## config.mk

```make
export PLATFORM = sky130hd
export DESIGN_NAME = mcs_cfg_status
export DESIGN_NICKNAME = d
export VERILOG_FILES = /design/src/rtl/mcs_pkg.sv /design/src/rtl/mcs_array_decode.sv /design/src/rtl/mcs_cfg_status.sv
export SDC_FILE = /design/constraint.sdc
export NUM_CORES = 1
export LEC_CHECK = 0
export BUFFER_PORTS_ARGS = -buffer_cell sky130_fd_sc_hd__buf_2
export CAP_MARGIN = 10
export CORE_UTILIZATION = 28
export CTS_BUF_LIST = sky130_fd_sc_hd__clkbuf_8
export DETAILED_ROUTE_END_ITERATION = 6
export GPL_ROUTABILITY_DRIVEN = 0
export PLACE_DENSITY = 0.6
export SLEW_MARGIN = 20
export SYNTH_ARGS = -nofsm -noshare
export SYNTH_HDL_FRONTEND = slang
export SYNTH_SLANG_ARGS = --single-unit
```

## constraint.sdc

```tcl
create_clock -name aclk -period 11.9 [get_ports aclk]
set_input_delay 1.19 -clock aclk [delete_from_list [all_inputs] [get_ports aclk]]
set_output_delay 1.19 -clock aclk [all_outputs]
set_load 0.03 [all_outputs]
```

## src/rtl/mcs_pkg.sv

```systemverilog
// mcs_pkg: constants and types of the memory
// configuration status register block.
// assumes AXI4-Lite register access, one clock.
//
// Summary of operation
// bus parity error sets read-only bit 31
// masked write without following write data sets bit 30
// bit 29 always reads zero
// interlocked write without interlock set sets bit 28
// received id differing from sent id sets bit 27
// fault while transmitting sets bit 26, write one clears
// bit 23 held set during power-up, write one clears
// bit 22 held set during power-down, write one clears
// size field 14:9 holds 64K units minus one
// 4K chip arrays leave size bits 14:13 unused
// interleave field changes only when write has bit 8 set
// bits 4:3 give chip type from boards present
// bits 2:0 hold readable, writable interleave status
// selected register or ROM word driven onto info bus
// all-zero mask sent with every register or ROM word
// unassigned bits read zero, writes ignored
package mcs_pkg;
   // ****************
   // register map
   // ****************
   localparam int        ADDR_W     = 8;
   localparam [7:0]      OFS_CFG_A  = 8'h00;
   localparam [7:0]      OFS_ISTAT  = 8'h04;
   localparam [7:0]      OFS_IMASK  = 8'h08;
   localparam [1:0]      RESP_OKAY  = 2'h0;
   localparam [1:0]      RESP_SLV   = 2'h2;
   // ****************
   // fields of register a
   // ****************
   localparam int        B_PAR      = 31;
   localparam int        B_WSEQ     = 30;
   localparam int        B_ILK      = 28;
   localparam int        B_MULT     = 27;
   localparam int        B_XMIT     = 26;
   localparam int        B_PUP      = 23;
   localparam int        B_PDN      = 22;
   localparam int        B_ILV_WE   = 8;
   localparam int        SZ_LO      = 9;
   localparam int        SZ_HI      = 14;
   localparam int        TY_LO      = 3;
   localparam int        TY_HI      = 4;
   localparam int        ILV_HI     = 2;
   localparam [31:0]     EVT_BITS   = 32'hDC_C0_00_00;
   localparam [31:0]     RSVD_BITS  = 32'h23_3F_80_E0;
   localparam [2:0]      ILV_RST    = 3'h0;
   localparam [31:0]     WORD_ZERO  = 32'h0000_0000;
   localparam [3:0]      MASK_ZERO  = 4'h0;
   // ****************
   // array boards
   // ****************
   localparam int        NBRD       = 16;
   localparam [1:0]      TY_NONE    = 2'h0;
   localparam [1:0]      TY_4K      = 2'h1;
   localparam [1:0]      TY_16K     = 2'h2;
   localparam [1:0]      TY_BOTH    = 2'h3;
   localparam [6:0]      U_4K       = 7'h01;
   localparam [6:0]      U_16K      = 7'h04;
   localparam [6:0]      U_MAX      = 7'h40;
   localparam int        ID_W       = 5;
   // ****************
   // types
   // ****************
   typedef enum logic [1:0] {
      MCS_SEL_A, MCS_SEL_B, MCS_SEL_C, MCS_SEL_ROM
   } mcs_sel_t;
   typedef struct packed {
      logic            parity_err;
      logic            wm_cmd;
      logic            iwm_cmd;
      logic            irm_cmd;
      logic            wdata_fmt;
      logic            xmit_cycle;
      logic            xmit_fault;
      logic [ID_W-1:0] xmit_id;
      logic [ID_W-1:0] rx_id;
      logic            pwr_up_seq;
      logic            pwr_dn_seq;
      logic            fault_clr;
   } mcs_evt_t;
   typedef struct packed {
      logic [31:0] data;
      logic [3:0]  mask;
   } mcs_fib_t;
endpackage

```

## src/rtl/mcs_array_decode.sv

```systemverilog
// mcs_array_decode: array size and chip type
// from the boards plugged into the backplane.
// assumes board presence levels steady.
`timescale 1ns/1ps
module mcs_array_decode
   import mcs_pkg::*;
(
   // boards
   input  wire logic [NBRD-1:0] brd_present,
   input  wire logic [NBRD-1:0] brd_16k,
   // decoded
   output logic      [5:0]      size_code,
   output logic      [1:0]      chip_type
);
   logic [6:0] units;
   logic       any4;
   logic       any16;

   // ****************
   // capacity sum
   // ****************
   always_comb begin
      units = '0;
      any4  = 1'b0;
      any16 = 1'b0;
      for (int i = 0; i < NBRD; i++) begin
         if (brd_present[i]) begin
            units = units + (brd_16k[i] ? U_16K : U_4K);
            any16 = any16 | brd_16k[i];
            any4  = any4 | ~brd_16k[i];
         end
      end
   end

   // size n means (n+1) x 64K; 4K-only codes stay under 16
   always_comb begin
      if (units == '0)
         size_code = '0;
      else if (units >= U_MAX)
         size_code = 6'h3F;
      else
         size_code = 6'(units - 7'h01);
   end

   always_comb begin
      chip_type = {any16, any4};
   end
endmodule

```

## src/rtl/mcs_cfg_status.sv

```systemverilog
// mcs_cfg_status: configuration/status register a,
// interrupt status and mask, and the i/o data mux.
// assumes AXI4-Lite master, bus events one-cycle pulses, power sequence levels.
`timescale 1ns/1ps
module mcs_cfg_status
   import mcs_pkg::*;
(
   // clock and reset
   input  wire logic              aclk,
   input  wire logic              aresetn,
   // axi4-lite write
   input  wire logic [ADDR_W-1:0] s_awaddr,
   input  wire logic              s_awvalid,
   output logic                   s_awready,
   input  wire logic [31:0]       s_wdata,
   input  wire logic [3:0]        s_wstrb,
   input  wire logic              s_wvalid,
   output logic                   s_wready,
   output logic [1:0]             s_bresp,
   output logic                   s_bvalid,
   input  wire logic              s_bready,
   // axi4-lite read
   input  wire logic [ADDR_W-1:0] s_araddr,
   input  wire logic              s_arvalid,
   output logic                   s_arready,
   output logic [31:0]            s_rdata,
   output logic [1:0]             s_rresp,
   output logic                   s_rvalid,
   input  wire logic              s_rready,
   // bus events
   input  wire mcs_evt_t          evt,
   // array boards
   input  wire logic [NBRD-1:0]   brd_present,
   input  wire logic [NBRD-1:0]   brd_16k,
   // i/o data mux
   input  wire logic              io_rd_en,
   input  wire mcs_sel_t          io_sel,
   input  wire logic [31:0]       regb_data,
   input  wire logic [31:0]       regc_data,
   input  wire logic [31:0]       rom_data,
   output mcs_fib_t               fib_ff,
   output logic                   fib_valid_ff,
   // interrupt
   output logic                   irq
);
   // ****************
   // declarations
   // ****************
   logic [31:0]       stat_ff;
   logic [31:0]       istat_ff;
   logic [31:0]       imask_ff;
   logic [2:0]        ilv_ff;
   logic              ilk_ff;
   logic              wm_pend_ff;
   logic              xp_ff;
   logic [ID_W-1:0]   xid_ff;
   logic              pup_d_ff;
   logic              pdn_d_ff;
   logic              aw_got_ff;
   logic              w_got_ff;
   logic [ADDR_W-1:0] awaddr_ff;
   logic [31:0]       wdata_ff;
   logic [3:0]        wstrb_ff;
   logic              s_bvalid_ff;
   logic [1:0]        s_bresp_ff;
   logic              s_rvalid_ff;
   logic [31:0]       s_rdata_ff;
   logic [1:0]        s_rresp_ff;
   logic [5:0]        size_code;
   logic [1:0]        chip_type;
   logic [31:0]       reg_a;
   logic [31:0]       ev;
   logic [31:0]       nxt_stat;
   logic [31:0]       w1c;
   logic              do_wr;
   logic              wr_a;
   logic              wr_is;
   logic              wr_im;
   // ****************
   // helpers
   // ****************
   function automatic logic hit(input logic [ADDR_W-1:0] a,
                                input logic [7:0] ofs);
      return a == ofs;
   endfunction
   function automatic logic [31:0] lanes(input logic [3:0] s);
      return {{8{s[3]}}, {8{s[2]}}, {8{s[1]}}, {8{s[0]}}};
   endfunction
   mcs_array_decode u_dec (
      .brd_present (brd_present),
      .brd_16k     (brd_16k),
      .size_code   (size_code),
      .chip_type   (chip_type)
   );
   // ****************
   // register a view
   // ****************
   always_comb begin
      reg_a = stat_ff & ~RSVD_BITS;
      if (chip_type == TY_4K)
         reg_a[SZ_HI:SZ_LO] = {2'h0, size_code[3:0]};
      else
         reg_a[SZ_HI:SZ_LO] = size_code;
      reg_a[TY_HI:TY_LO] = chip_type;
      reg_a[ILV_HI:0]    = ilv_ff;
   end
   // ****************
   // write channel
   // ****************
   assign s_awready = !aw_got_ff && !s_bvalid_ff;
   assign s_wready  = !w_got_ff && !s_bvalid_ff;
   assign do_wr     = aw_got_ff && w_got_ff && !s_bvalid_ff;
   assign wr_a      = do_wr && hit(awaddr_ff, OFS_CFG_A);
   assign wr_is     = do_wr && hit(awaddr_ff, OFS_ISTAT);
   assign wr_im     = do_wr && hit(awaddr_ff, OFS_IMASK);
   assign w1c       = wdata_ff & lanes(wstrb_ff);
   assign s_bvalid  = s_bvalid_ff;
   assign s_bresp   = s_bresp_ff;
   always_ff @(posedge aclk) begin
      if (!aresetn) begin
         aw_got_ff <= 1'b0;
         awaddr_ff <= '0;
      end else if (s_awvalid && s_awready) begin
         aw_got_ff <= 1'b1;
         awaddr_ff <= s_awaddr;
      end else if (do_wr) begin
         aw_got_ff <= 1'b0;
      end
   end
   always_ff @(posedge aclk) begin
      if (!aresetn) begin
         w_got_ff <= 1'b0;
         wdata_ff <= WORD_ZERO;
         wstrb_ff <= '0;
      end else if (s_wvalid && s_wready) begin
         w_got_ff <= 1'b1;
         wdata_ff <= s_wdata;
         wstrb_ff <= s_wstrb;
      end else if (do_wr) begin
         w_got_ff <= 1'b0;
      end
   end
   always_ff @(posedge aclk) begin
      if (!aresetn) begin
         s_bvalid_ff <= 1'b0;
         s_bresp_ff  <= RESP_OKAY;
      end else if (do_wr) begin
         s_bvalid_ff <= 1'b1;
         s_bresp_ff  <= (wr_a || wr_is || wr_im) ? RESP_OKAY
                                                  : RESP_SLV;
      end else if (s_bready) begin
         s_bvalid_ff <= 1'b0;
      end
   end
   // ****************
   // read channel
   // ****************
   assign s_arready = !s_rvalid_ff;
   assign s_rvalid  = s_rvalid_ff;
   assign s_rdata   = s_rdata_ff;
   assign s_rresp   = s_rresp_ff;
   always_ff @(posedge aclk) begin
      if (!aresetn) begin
         s_rvalid_ff <= 1'b0;
         s_rdata_ff  <= WORD_ZERO;
         s_rresp_ff  <= RESP_OKAY;
      end else if (s_arvalid && s_arready) begin
         s_rvalid_ff <= 1'b1;
         s_rresp_ff  <= RESP_OKAY;
         if (hit(s_araddr, OFS_CFG_A))
            s_rdata_ff <= reg_a;
         else if (hit(s_araddr, OFS_ISTAT))
            s_rdata_ff <= istat_ff;
         else if (hit(s_araddr, OFS_IMASK))
            s_rdata_ff <= imask_ff;
         else begin
            s_rdata_ff <= WORD_ZERO;
            s_rresp_ff <= RESP_SLV;
         end
      end else if (s_rready) begin
         s_rvalid_ff <= 1'b0;
      end
   end
   // ****************
   // event sequencing
   // ****************
   always_ff @(posedge aclk) begin
      if (!aresetn)
         ilk_ff <= 1'b0;
      else if (evt.irm_cmd)
         ilk_ff <= 1'b1;
      else if (evt.iwm_cmd)
         ilk_ff <= 1'b0;
   end
   always_ff @(posedge aclk) begin
      if (!aresetn) begin
         wm_pend_ff <= 1'b0;
         xp_ff      <= 1'b0;
         xid_ff     <= '0;
         pup_d_ff   <= 1'b0;
         pdn_d_ff   <= 1'b0;
      end else begin
         wm_pend_ff <= evt.wm_cmd || evt.iwm_cmd;
         xp_ff      <= evt.xmit_cycle;
         xid_ff     <= evt.xmit_id;
         pup_d_ff   <= evt.pwr_up_seq;
         pdn_d_ff   <= evt.pwr_dn_seq;
      end
   end
   always_comb begin
      ev         = WORD_ZERO;
      ev[B_PAR]  = evt.parity_err;
      ev[B_WSEQ] = wm_pend_ff && !evt.wdata_fmt;
      ev[B_ILK]  = evt.iwm_cmd && !ilk_ff;
      ev[B_MULT] = xp_ff && (evt.rx_id != xid_ff);
      ev[B_XMIT] = evt.xmit_fault;
      ev[B_PUP]  = evt.pwr_up_seq;
      ev[B_PDN]  = evt.pwr_dn_seq;
   end
   // ****************
   // status bits
   // ****************
   always_comb begin
      nxt_stat = stat_ff;
      if (evt.fault_clr)
         nxt_stat[B_ILK:B_MULT] = '0;
      if (evt.fault_clr)
         nxt_stat[B_PAR:B_WSEQ] = '0;
      if (wr_a) begin
         nxt_stat[B_XMIT] = stat_ff[B_XMIT] & ~w1c[B_XMIT];
         nxt_stat[B_PUP]  = stat_ff[B_PUP] & ~w1c[B_PUP];
         nxt_stat[B_PDN]  = stat_ff[B_PDN] & ~w1c[B_PDN];
      end
      nxt_stat = (nxt_stat | ev) & EVT_BITS;
   end
   always_ff @(posedge aclk) begin
      if (!aresetn)
         stat_ff <= WORD_ZERO;
      else
         stat_ff <= nxt_stat;
   end
   always_ff @(posedge aclk) begin
      if (!aresetn)
         ilv_ff <= ILV_RST;
      else if (wr_a && w1c[B_ILV_WE] && wstrb_ff[0])
         ilv_ff <= wdata_ff[ILV_HI:0];
   end
   // ****************
   // interrupt
   // ****************
   logic [31:0] edge_ev;
   always_comb begin
      edge_ev        = ev;
      edge_ev[B_PUP] = evt.pwr_up_seq && !pup_d_ff;
      edge_ev[B_PDN] = evt.pwr_dn_seq && !pdn_d_ff;
   end
   always_ff @(posedge aclk) begin
      if (!aresetn)
         istat_ff <= WORD_ZERO;
      else if (wr_is)
         istat_ff <= (istat_ff & ~w1c) | edge_ev;
      else
         istat_ff <= istat_ff | edge_ev;
   end
   always_ff @(posedge aclk) begin
      if (!aresetn)
         imask_ff <= WORD_ZERO;
      else if (wr_im)
         imask_ff <= ((imask_ff & ~lanes(wstrb_ff))
                     | w1c) & EVT_BITS;
   end
   assign irq = |(istat_ff & imask_ff);
   // ****************
   // i/o data mux
   // ****************
   always_ff @(posedge aclk) begin
      if (!aresetn) begin
         fib_ff       <= '0;
         fib_valid_ff <= 1'b0;
      end else begin
         fib_valid_ff <= io_rd_en;
         fib_ff.mask  <= MASK_ZERO;
         if (io_rd_en) begin
            unique case (io_sel)
               MCS_SEL_A:   fib_ff.data <= reg_a;
               MCS_SEL_B:   fib_ff.data <= regb_data;
               MCS_SEL_C:   fib_ff.data <= regc_data;
               MCS_SEL_ROM: fib_ff.data <= rom_data;
            endcase
         end
      end
   end
endmodule

```

==> results of run 1 <==
## Yosys cell counts (4+ instances only)
master,count,area share
sky130_fd_sc_hd__mux4_2,10,0.021
sky130_fd_sc_hd__nand2_1,229,0.079
sky130_fd_sc_hd__dfxtp_1,174,0.32
sky130_fd_sc_hd__a22oi_1,43,0.030
sky130_fd_sc_hd__o211a_1,16,0.015
sky130_fd_sc_hd__mux2i_1,45,0.041
sky130_fd_sc_hd__o31ai_1,9,0.0062
sky130_fd_sc_hd__nor4_1,4,0.0023
sky130_fd_sc_hd__nor2b_1,69,0.040
sky130_fd_sc_hd__a21boi_0,53,0.036
sky130_fd_sc_hd__nor3b_1,4,0.0028
sky130_fd_sc_hd__xnor2_1,29,0.023
sky130_fd_sc_hd__o221ai_1,5,0.0040
sky130_fd_sc_hd__o211ai_1,6,0.0041
sky130_fd_sc_hd__buf_4,7,0.0048
sky130_fd_sc_hd__and2_1,26,0.015
sky130_fd_sc_hd__xnor3_2,5,0.011
sky130_fd_sc_hd__a221oi_1,7,0.0056
sky130_fd_sc_hd__o21a_1,11,0.0076
sky130_fd_sc_hd__o221a_1,4,0.0041
sky130_fd_sc_hd__nor2_1,52,0.018
sky130_fd_sc_hd__or2_2,7,0.0040
sky130_fd_sc_hd__nor3_1,17,0.0078
sky130_fd_sc_hd__or3_1,5,0.0029
sky130_fd_sc_hd__mux2_2,24,0.025
sky130_fd_sc_hd__nand2b_1,15,0.0086
sky130_fd_sc_hd__a31oi_1,4,0.0023
sky130_fd_sc_hd__o21ai_0,47,0.022
sky130_fd_sc_hd__clkbuf_1,66,0.023
sky130_fd_sc_hd__a21oi_1,79,0.036
sky130_fd_sc_hd__xor2_1,18,0.014
sky130_fd_sc_hd__o21ai_1,6,0.0028
sky130_fd_sc_hd__nand3_1,29,0.013
sky130_fd_sc_hd__a21o_1,7,0.0048
sky130_fd_sc_hd__nand3b_1,5,0.0034
sky130_fd_sc_hd__inv_1,39,0.013
sky130_fd_sc_hd__buf_1,6,0.0021
sky130_fd_sc_hd__and3_1,11,0.0063
sky130_fd_sc_hd__ha_1,48,0.055
## worst paths after layout
kind / startpoint / to
worst min register to register: wdata_ff[10]$_SDFFE_PN0P_ / istat_ff[10]$_SDFFE_PN0P_
worst min-delay path: wdata_ff[10]$_SDFFE_PN0P_ / istat_ff[10]$_SDFFE_PN0P_
worst max register to register: awaddr_ff[4]$_SDFFE_PN0P_ / ilv_ff[0]$_SDFFE_PN0P_
worst max-delay path: brd_16k[0] / s_rdata[9]$_SDFFE_PN0P_
## registers in the layout, summed over array words and instances (netlist names), 3 cells and up, named ones only
name       flops
fib_ff        32
s_rdata       32
stat_ff        7
awaddr_ff      8
xid_ff         5
wdata_ff      32
istat_ff      32
ilv_ff         3
wstrb_ff       4
## routing by layer
metal / up-vias / global-route usage / part of all wire
met5: - / 0 / 0.00023
met3: 38 / 0.0319 / 0.054
met2: 288 / 0.272 / 0.46
li1: 5284 / - / -
met4: 2 / 0.0410 / 0.018
met1: 4955 / 0.234 / 0.47
## logic make-up (layout without fill, tap and decap cells)
family,Yosys count,count (layout),synth area share
buffers and inverters,119,465,0.0434
and+or+nand+nor,485,485,0.213
xor gates and xnor gates,59,59,0.0626
other,1,6,0.000344
AOI/OAI and AO/OA,338,338,0.217
DFF,174,174,0.319
adders and majority gates,51,51,0.0579
muxes,79,79,0.0867
## cell type report
class                   instances  area [µm²]
fillers                      3981       23700
multi-input cells            1018        7400
flip-flops and latches        174        3480
repair buffers                393        2260
well taps                     511         639
clock buffers                  17         234
clock inverters                15         154
inverters                      40         150
## stage by stage
step           utilization  std cells
2_1_floorplan            -       1311
3_5_place_dp         0.353       2100
5_1_grt              0.377       2168
6_report             0.377       2168
4_1_cts              0.372       2158
3_3_place_gp         0.353       2100
## power groups by stage
stage / Sequential, W / Combinational [W] / Clock (W)
after floorplan: 0.000660 / 0.000613 / 0
final: 0.000628 / 0.00108 / 0.000407
after global routing: 0.000632 / 0.00118 / 0.000441
after global placement: 0.000641 / 0.000919 / 0
after CTS: 0.000628 / 0.00102 / 0.000418
after detailed placement: 0.000641 / 0.000937 / 0
## timing repair
item,CTS,global route
pin swaps,39,45
endpoints found under the setup margin,12,12
cloned,0,0
buffers inserted,26,12
gates resized for setup,24,22
==> results summary, run 1 <==
The initial antenna violation count is 1. From left edge to right edge, the die measures about 200 µm. The number of warnings issued by yosys is 0. The worst setup path is launched from an input port. OpenSTA, run right after detailed placement, puts the worst setup slack at -1010 ps. At the worst endpoint, the required time is 12260 ps. The commonest non-fill, non-tap cell in the layout is sky130_fd_sc_hd__buf_2.

Clock tree synthesis found a total of between 150 and 200 sinks. The fraction of the cycle the final worst path needs is 1.01. Of the total power, registers draw 0.297. The worst path buffer plus inverter count is 13.

The family with the most delay on the worst path is adder cells. The headroom to the max-slew limit came out at 0.345. During I/O placement, the number of pins put on the boundary was roughly 290. The core area came out at around 0.038 mm².

The hold-fix buffer count after cts is 0. The internal portion of the total power is roughly 0.0013 W. By instance count, the cell type seen most on the critical path is sky130_fd_sc_hd__ha_4.

The switching power summed over all nets is 0.000809 W. The level count of the clock H-tree is 4. The post-route standard cell area excluding fillers is approximately 0.014 mm².

The number of clock buffers inserted by TritonCTS came out at 17. The mean instance size in the synthesized netlist is 8.35 µm². The static leakage power came out at approximately 6.4 nW.

The number of rows in the core area came out at between 70 and 80. The total stage count of the critical path came out at 69. The pin count of the biggest net entering global routing came out at 94. In the layout the commonest cells are sky130_fd_sc_hd__buf_2, sky130_fd_sc_hd__nand2_1, sky130_fd_sc_hd__dfxtp_1, sky130_fd_sc_hd__buf_4, sky130_fd_sc_hd__a21oi_1.

The antenna diode count came out at 0. Counting flops with an async set or reset pin after synthesis yields a share of 0. The number of hold violations in the final report is 0. The area growth from synthesis to layout is 31.3%. The final routed wire length divided by cell count is ~16 µm.

The flow ran to the end, but the final reports show violations. The number of DRC markers in iteration 0 is between 500 and 600. The post-placement cell area is 0.0134 mm². The TritonCTS clock tree is built. The total power per unit cell area came out at roughly 150 mW/mm². The sequential cell area fraction in the yosys report is 0.319. The number of nets in the layout came out at 1902. The slowest stage of the critical path belongs to the cell sky130_fd_sc_hd__or3_4. The share of total power dissipated in combinational logic is 0.511.

Across every metal layer, demand over resource in global routing totals 0.170. The most used flip-flop cell after synthesis is sky130_fd_sc_hd__dfxtp_1. For this run, the slowest stage of the critical path takes roughly 370 ps. The worst-case reg-to-reg path depth came out at 6. The post-route worst hold slack is roughly 420 ps. The via total after detailed routing is approximately 11000. The gate count after technology mapping is about 1300.

The detailed-route wire length is about 35000 µm. The flip-flop and latch count after synthesis is ~170. The distinct cell type count after synthesis is a little over 80. The first global-routing pass estimated between 50000 and 60000 µm of wire. The largest voltage drop on the vdd net is around 0.085 mV. Data on the critical path arrives at its endpoint at roughly 12000 ps.

For flop-to-flop paths, the worst setup slack is ~9600 ps. The final reports fail on setup timing. The vertical extent of the die came out at ~200 µm. The switching part of the total power came out at 0.383.

The synthesized netlist occupies a cell area of roughly 0.011 mm². The ratio of cells with drive above 1 in the final layout came out at 0.331. The number of synthesized flops with an enable pin came out at 0. The final global-route overflow total came out at 0.

The initial utilization of the core area, before any placement, comes to 0.287. After layout, the minimum clock period comes to between 10000 and 15000 ps. Timing would allow up to between 80 and 90 MHz. The count of cells along the worst hold path is 1. The count of buffers inserted at the top-level ports is between 200 and 300.

The clock network power share came out at 0.192. The path class of the tightest hold or removal check is flip-flop to flip-flop. The number of global-route vias before repair is between 10000 and 15000. The post-detailed-route count of antenna-violating nets is 0. The largest buffer count on any clock path came out at 2.

The number of max-slew violations in the final report is 0. The first detailed-routing pass took 7 iterations. Setup repair after global routing could not meet its margin everywhere. The tree is rooted in a sky130_fd_sc_hd__clkbuf_8. Max-cap violations in this run came to 0. The worst setup path is of the input port to flip-flop kind. In the final timing run, aggregate negative setup slack is -499 ps. Using the TritonRoute via totals, the vias-per-cell ratio works out to 4.87. Summing internal, switching and leakage power gives approximately 0.0021 W. The worst path setup slack after routing is -80.1 ps. After clock tree synthesis, the clock-pin slew on the worst setup and hold paths is ~120 ps. At the later pin of the worst-skew pair, clock insertion delay measures around 470 ps. The actual slew at the worst max-slew pin came out at approximately 1000 ps.

The worst setup path is captured at a flip-flop. After detailed routing, the number of remaining DRC violations is 0. The peak fanout along the critical path is 7.

The die covers between 0.03 and 0.04 mm². Detailed placement finished with a half-perimeter wire length of 26700 µm. Setup violations remaining at the end of the flow were counted as 7. The worst setup skew after layout is roughly 21 ps.
Note: power is estimated with default switching activity, not from simulation.
==> inputs of run 2 (changes only) <==
--- a/config.mk
+++ b/config.mk
@@ -8,7 +8,7 @@
 export BUFFER_PORTS_ARGS = -buffer_cell sky130_fd_sc_hd__buf_2
 export CAP_MARGIN = 10
 export CORE_UTILIZATION = 28
-export CTS_BUF_LIST = sky130_fd_sc_hd__clkbuf_8
+export CTS_CLUSTER_SIZE = 16
 export DETAILED_ROUTE_END_ITERATION = 6
 export GPL_ROUTABILITY_DRIVEN = 0
 export PLACE_DENSITY = 0.6
==> results summary, run 2 (same netlist as run 1, synthesis figures left out) <==
The run finished, with violations left. The checks that failed: setup timing. The initial utilization of the core area, before any placement, comes to 0.287. The worst hold path terminates at istat_ff[10]$_SDFFE_PN0P_.

Of all nets on the critical path, the largest fanout is 7. The source of the worst register-to-register timing path is awaddr_ff[4]$_SDFFE_PN0P_. The routed layout has ~11000 vias. The headroom to the max-slew limit is 0.352.

The area occupied by multi-input gates came out at approximately 0.0074 mm². The final-report setup violation count came out at 10. STA classifies the critical path startpoint as an input port. The detailed-placement wirelength estimate came out at roughly 27000 µm. The beginning of the critical path is brd_16k[0]. The post-route core utilization is 0.382. The placed cell count came out at 2100. The source-to-sink clock delay at the later pin of the worst-skew pair is 430 ps. The actual slew at the worst max-slew pin is between 900 and 1000 ps. CTS placed an instance of sky130_fd_sc_hd__clkbuf_16 at the clock tree root.

The number of hold violations in the final report was 0. The number of rows in the core area is 71. The endpoint identified for the worst register-to-register timing path is ilv_ff[0]$_SDFFE_PN0P_. Of the available clock period, the critical path in the final layout requires 1.01. The count of buffers inserted at the top-level ports is between 200 and 300. The switching power summed over all nets is 0.000829 W. The number of global-route vias before repair is between 10000 and 15000. The detailed router finished its first iteration with about 580 violations. The number of iterations in the first detailed-routing pass is 6.

The mean number of vias per cell came out at roughly 4.9. Of the total power, combinational logic draws 0.479. Setup repair after global routing could not meet its margin everywhere. The startpoint of the most critical hold path is wdata_ff[10]$_SDFFE_PN0P_.

The largest voltage drop on the vdd net came out at about 0.094 mV. The commonest non-fill, non-tap cell in the layout is sky130_fd_sc_hd__buf_2. Of the total power, the clock network draws 0.243. The number of clock buffers inserted by TritonCTS came out at 17.

The worst setup path is of the input port to flip-flop kind. The final global-route overflow total is 0. The cell with the largest stage delay on the worst path is sky130_fd_sc_hd__or3_4.

The first global-routing pass estimated 53200 µm of wire. The worst setup path is captured at a flip-flop. The number of antenna diodes in the final layout is 0. The largest buffer count on any clock path is 2.

In this design, the stage delay of the slowest critical-path cell is around 370 ps. The family with the most delay on the worst path is adder cells. The path class of the tightest hold or removal check is flip-flop to flip-flop. The worst-case reg-to-reg path depth is 6. Of the cells placed in the final design, the portion with a size suffix greater than 1 is 0.331. The count of unresolved DRC violations after routing is 0. The die covers about 0.040 mm². The clock slew at the register clock pins of the worst setup and hold paths came out at ~80 ps. The floorplan step set the die height to 199 µm. The reported max-cap violation count came out at 0. The count of cells along the worst hold path is 1. The area growth from synthesis to final layout is 33.0%. The x dimension of the die came out at between 150 and 200 µm. The post-detailed-route count of antenna-violating nets came out at 0. The pin count of the biggest net entering global routing is 94. The minimum setup slack among reg-to-reg paths came out at between 9000 and 10000 ps. In the layout the commonest cells are sky130_fd_sc_hd__buf_2, sky130_fd_sc_hd__nand2_1, sky130_fd_sc_hd__dfxtp_1, sky130_fd_sc_hd__buf_4, sky130_fd_sc_hd__a21oi_1. The region available for standard cell placement spans ~0.038 mm².

The number of buffers and inverters on the critical path is 13. The final standard cell count with taps included and fillers excluded came out at roughly 2200. The shortest period the worst path allows came out at roughly 12000 ps.

The register cell area after layout is 0.00348 mm². Clock tree synthesis found a total of 174 sinks. The static leakage power is approximately 6.5 nW. The worst path setup slack after routing is -126 ps. The total global-route track usage came out at 0.170. After detailed routing, the average wire length per cell comes to about 16 µm. The initial antenna violation count was 1. The internal power contribution is ~0.0014 W. The sequential power share came out at 0.278. The final sum of negative setup slack is -790 ps. The filler cell count in the final layout is 3975. The worst setup skew after layout came out at 12.3 ps.

STA puts the critical path data required time at ~12000 ps. In this run the power density over the cells is around 160 mW/mm². The number of max-slew violations in the final report was 0.

Hold timing on the final database bottoms out at a slack of between 400 and 500 ps. Counting stages on the worst path, the most repeated cell is sky130_fd_sc_hd__ha_4. The number of nets in the layout is ~1900. The switching part of the total power is 0.367.

The data arrival time of the critical path is 12350 ps. Based on the critical path, the design can be clocked at up to approximately 83 MHz. The detailed-route wire length is ~35000 µm. The hold-fix buffer count after cts came out at 0. The H-tree was split into 4 levels. The boundary pin count is approximately 290. The TritonCTS clock tree is built.
## run 2: cell count changes in the layout (fill, tap and decap cells not counted), sizes merged
cell | previous run | this run
inv | 47 | 46
buf | 393 | 392
clkbuf | 17 | 18
## run 2: power by group through the flow
stage	clock network [W]	registers, W	logic [W]
3_3_place_gp	0	0.000641	0.000919
4_1_cts	0.000558	0.000628	0.00102
5_1_grt	0.000581	0.000632	0.00118
6_report	0.000549	0.000628	0.00108
3_5_place_dp	0	0.000641	0.000937
2_1_floorplan	0	0.000660	0.000613
## run 2: final cells by class
class,instances,share of cell area
timing repair buffer,392,0.156
sequential,174,0.240
clock inverter,14,0.0103
inverter,40,0.0103
multi-input combinational,1018,0.510
tap,511,0.0441
clock buffer,18,0.0296
## run 2: metal layers
metal	wire, µm	up-vias	track usage
met3	1800	41	0.0317
met2	16200	290	0.273
met4	649	2	0.0410
met1	16500	4981	0.234
li1	-	5279	-
met5	8	-	0
## run 2: stage by stage
step | power [W] | setup slack, ps | cell area, µm²
CTS | 0.00221 | -98.0 | 14300
global route | 0.00240 | -633 | 14500
global placement | 0.00156 | -682 | 13400
finish | 0.00226 | -126 | 14500
floorplan | 0.00127 | -433 | 11100
detailed placement | 0.00158 | -1010 | 13400
## run 2: repair_timing
item                       4_1_cts  5_1_grt
buffers inserted                26       11
pin swaps                       38       47
gates resized for setup         24       22
setup endpoints to repair       12       12
## run 2: how the worst max path moves through the flow
stage | to | slack [ps] | cells after the start
2_1_floorplan | s_rdata[11]$_SDFFE_PN0P_ | -430 | 68
3_3_place_gp | s_rdata[11]$_SDFFE_PN0P_ | -680 | 69
3_5_place_dp | s_rdata[11]$_SDFFE_PN0P_ | -1010 | 69
4_1_cts | s_rdata[9]$_SDFFE_PN0P_ | -100 | 68
5_1_grt | s_rdata[14]$_SDFFE_PN0P_ | -630 | 68
6_report | s_rdata[9]$_SDFFE_PN0P_ | -130 | 69
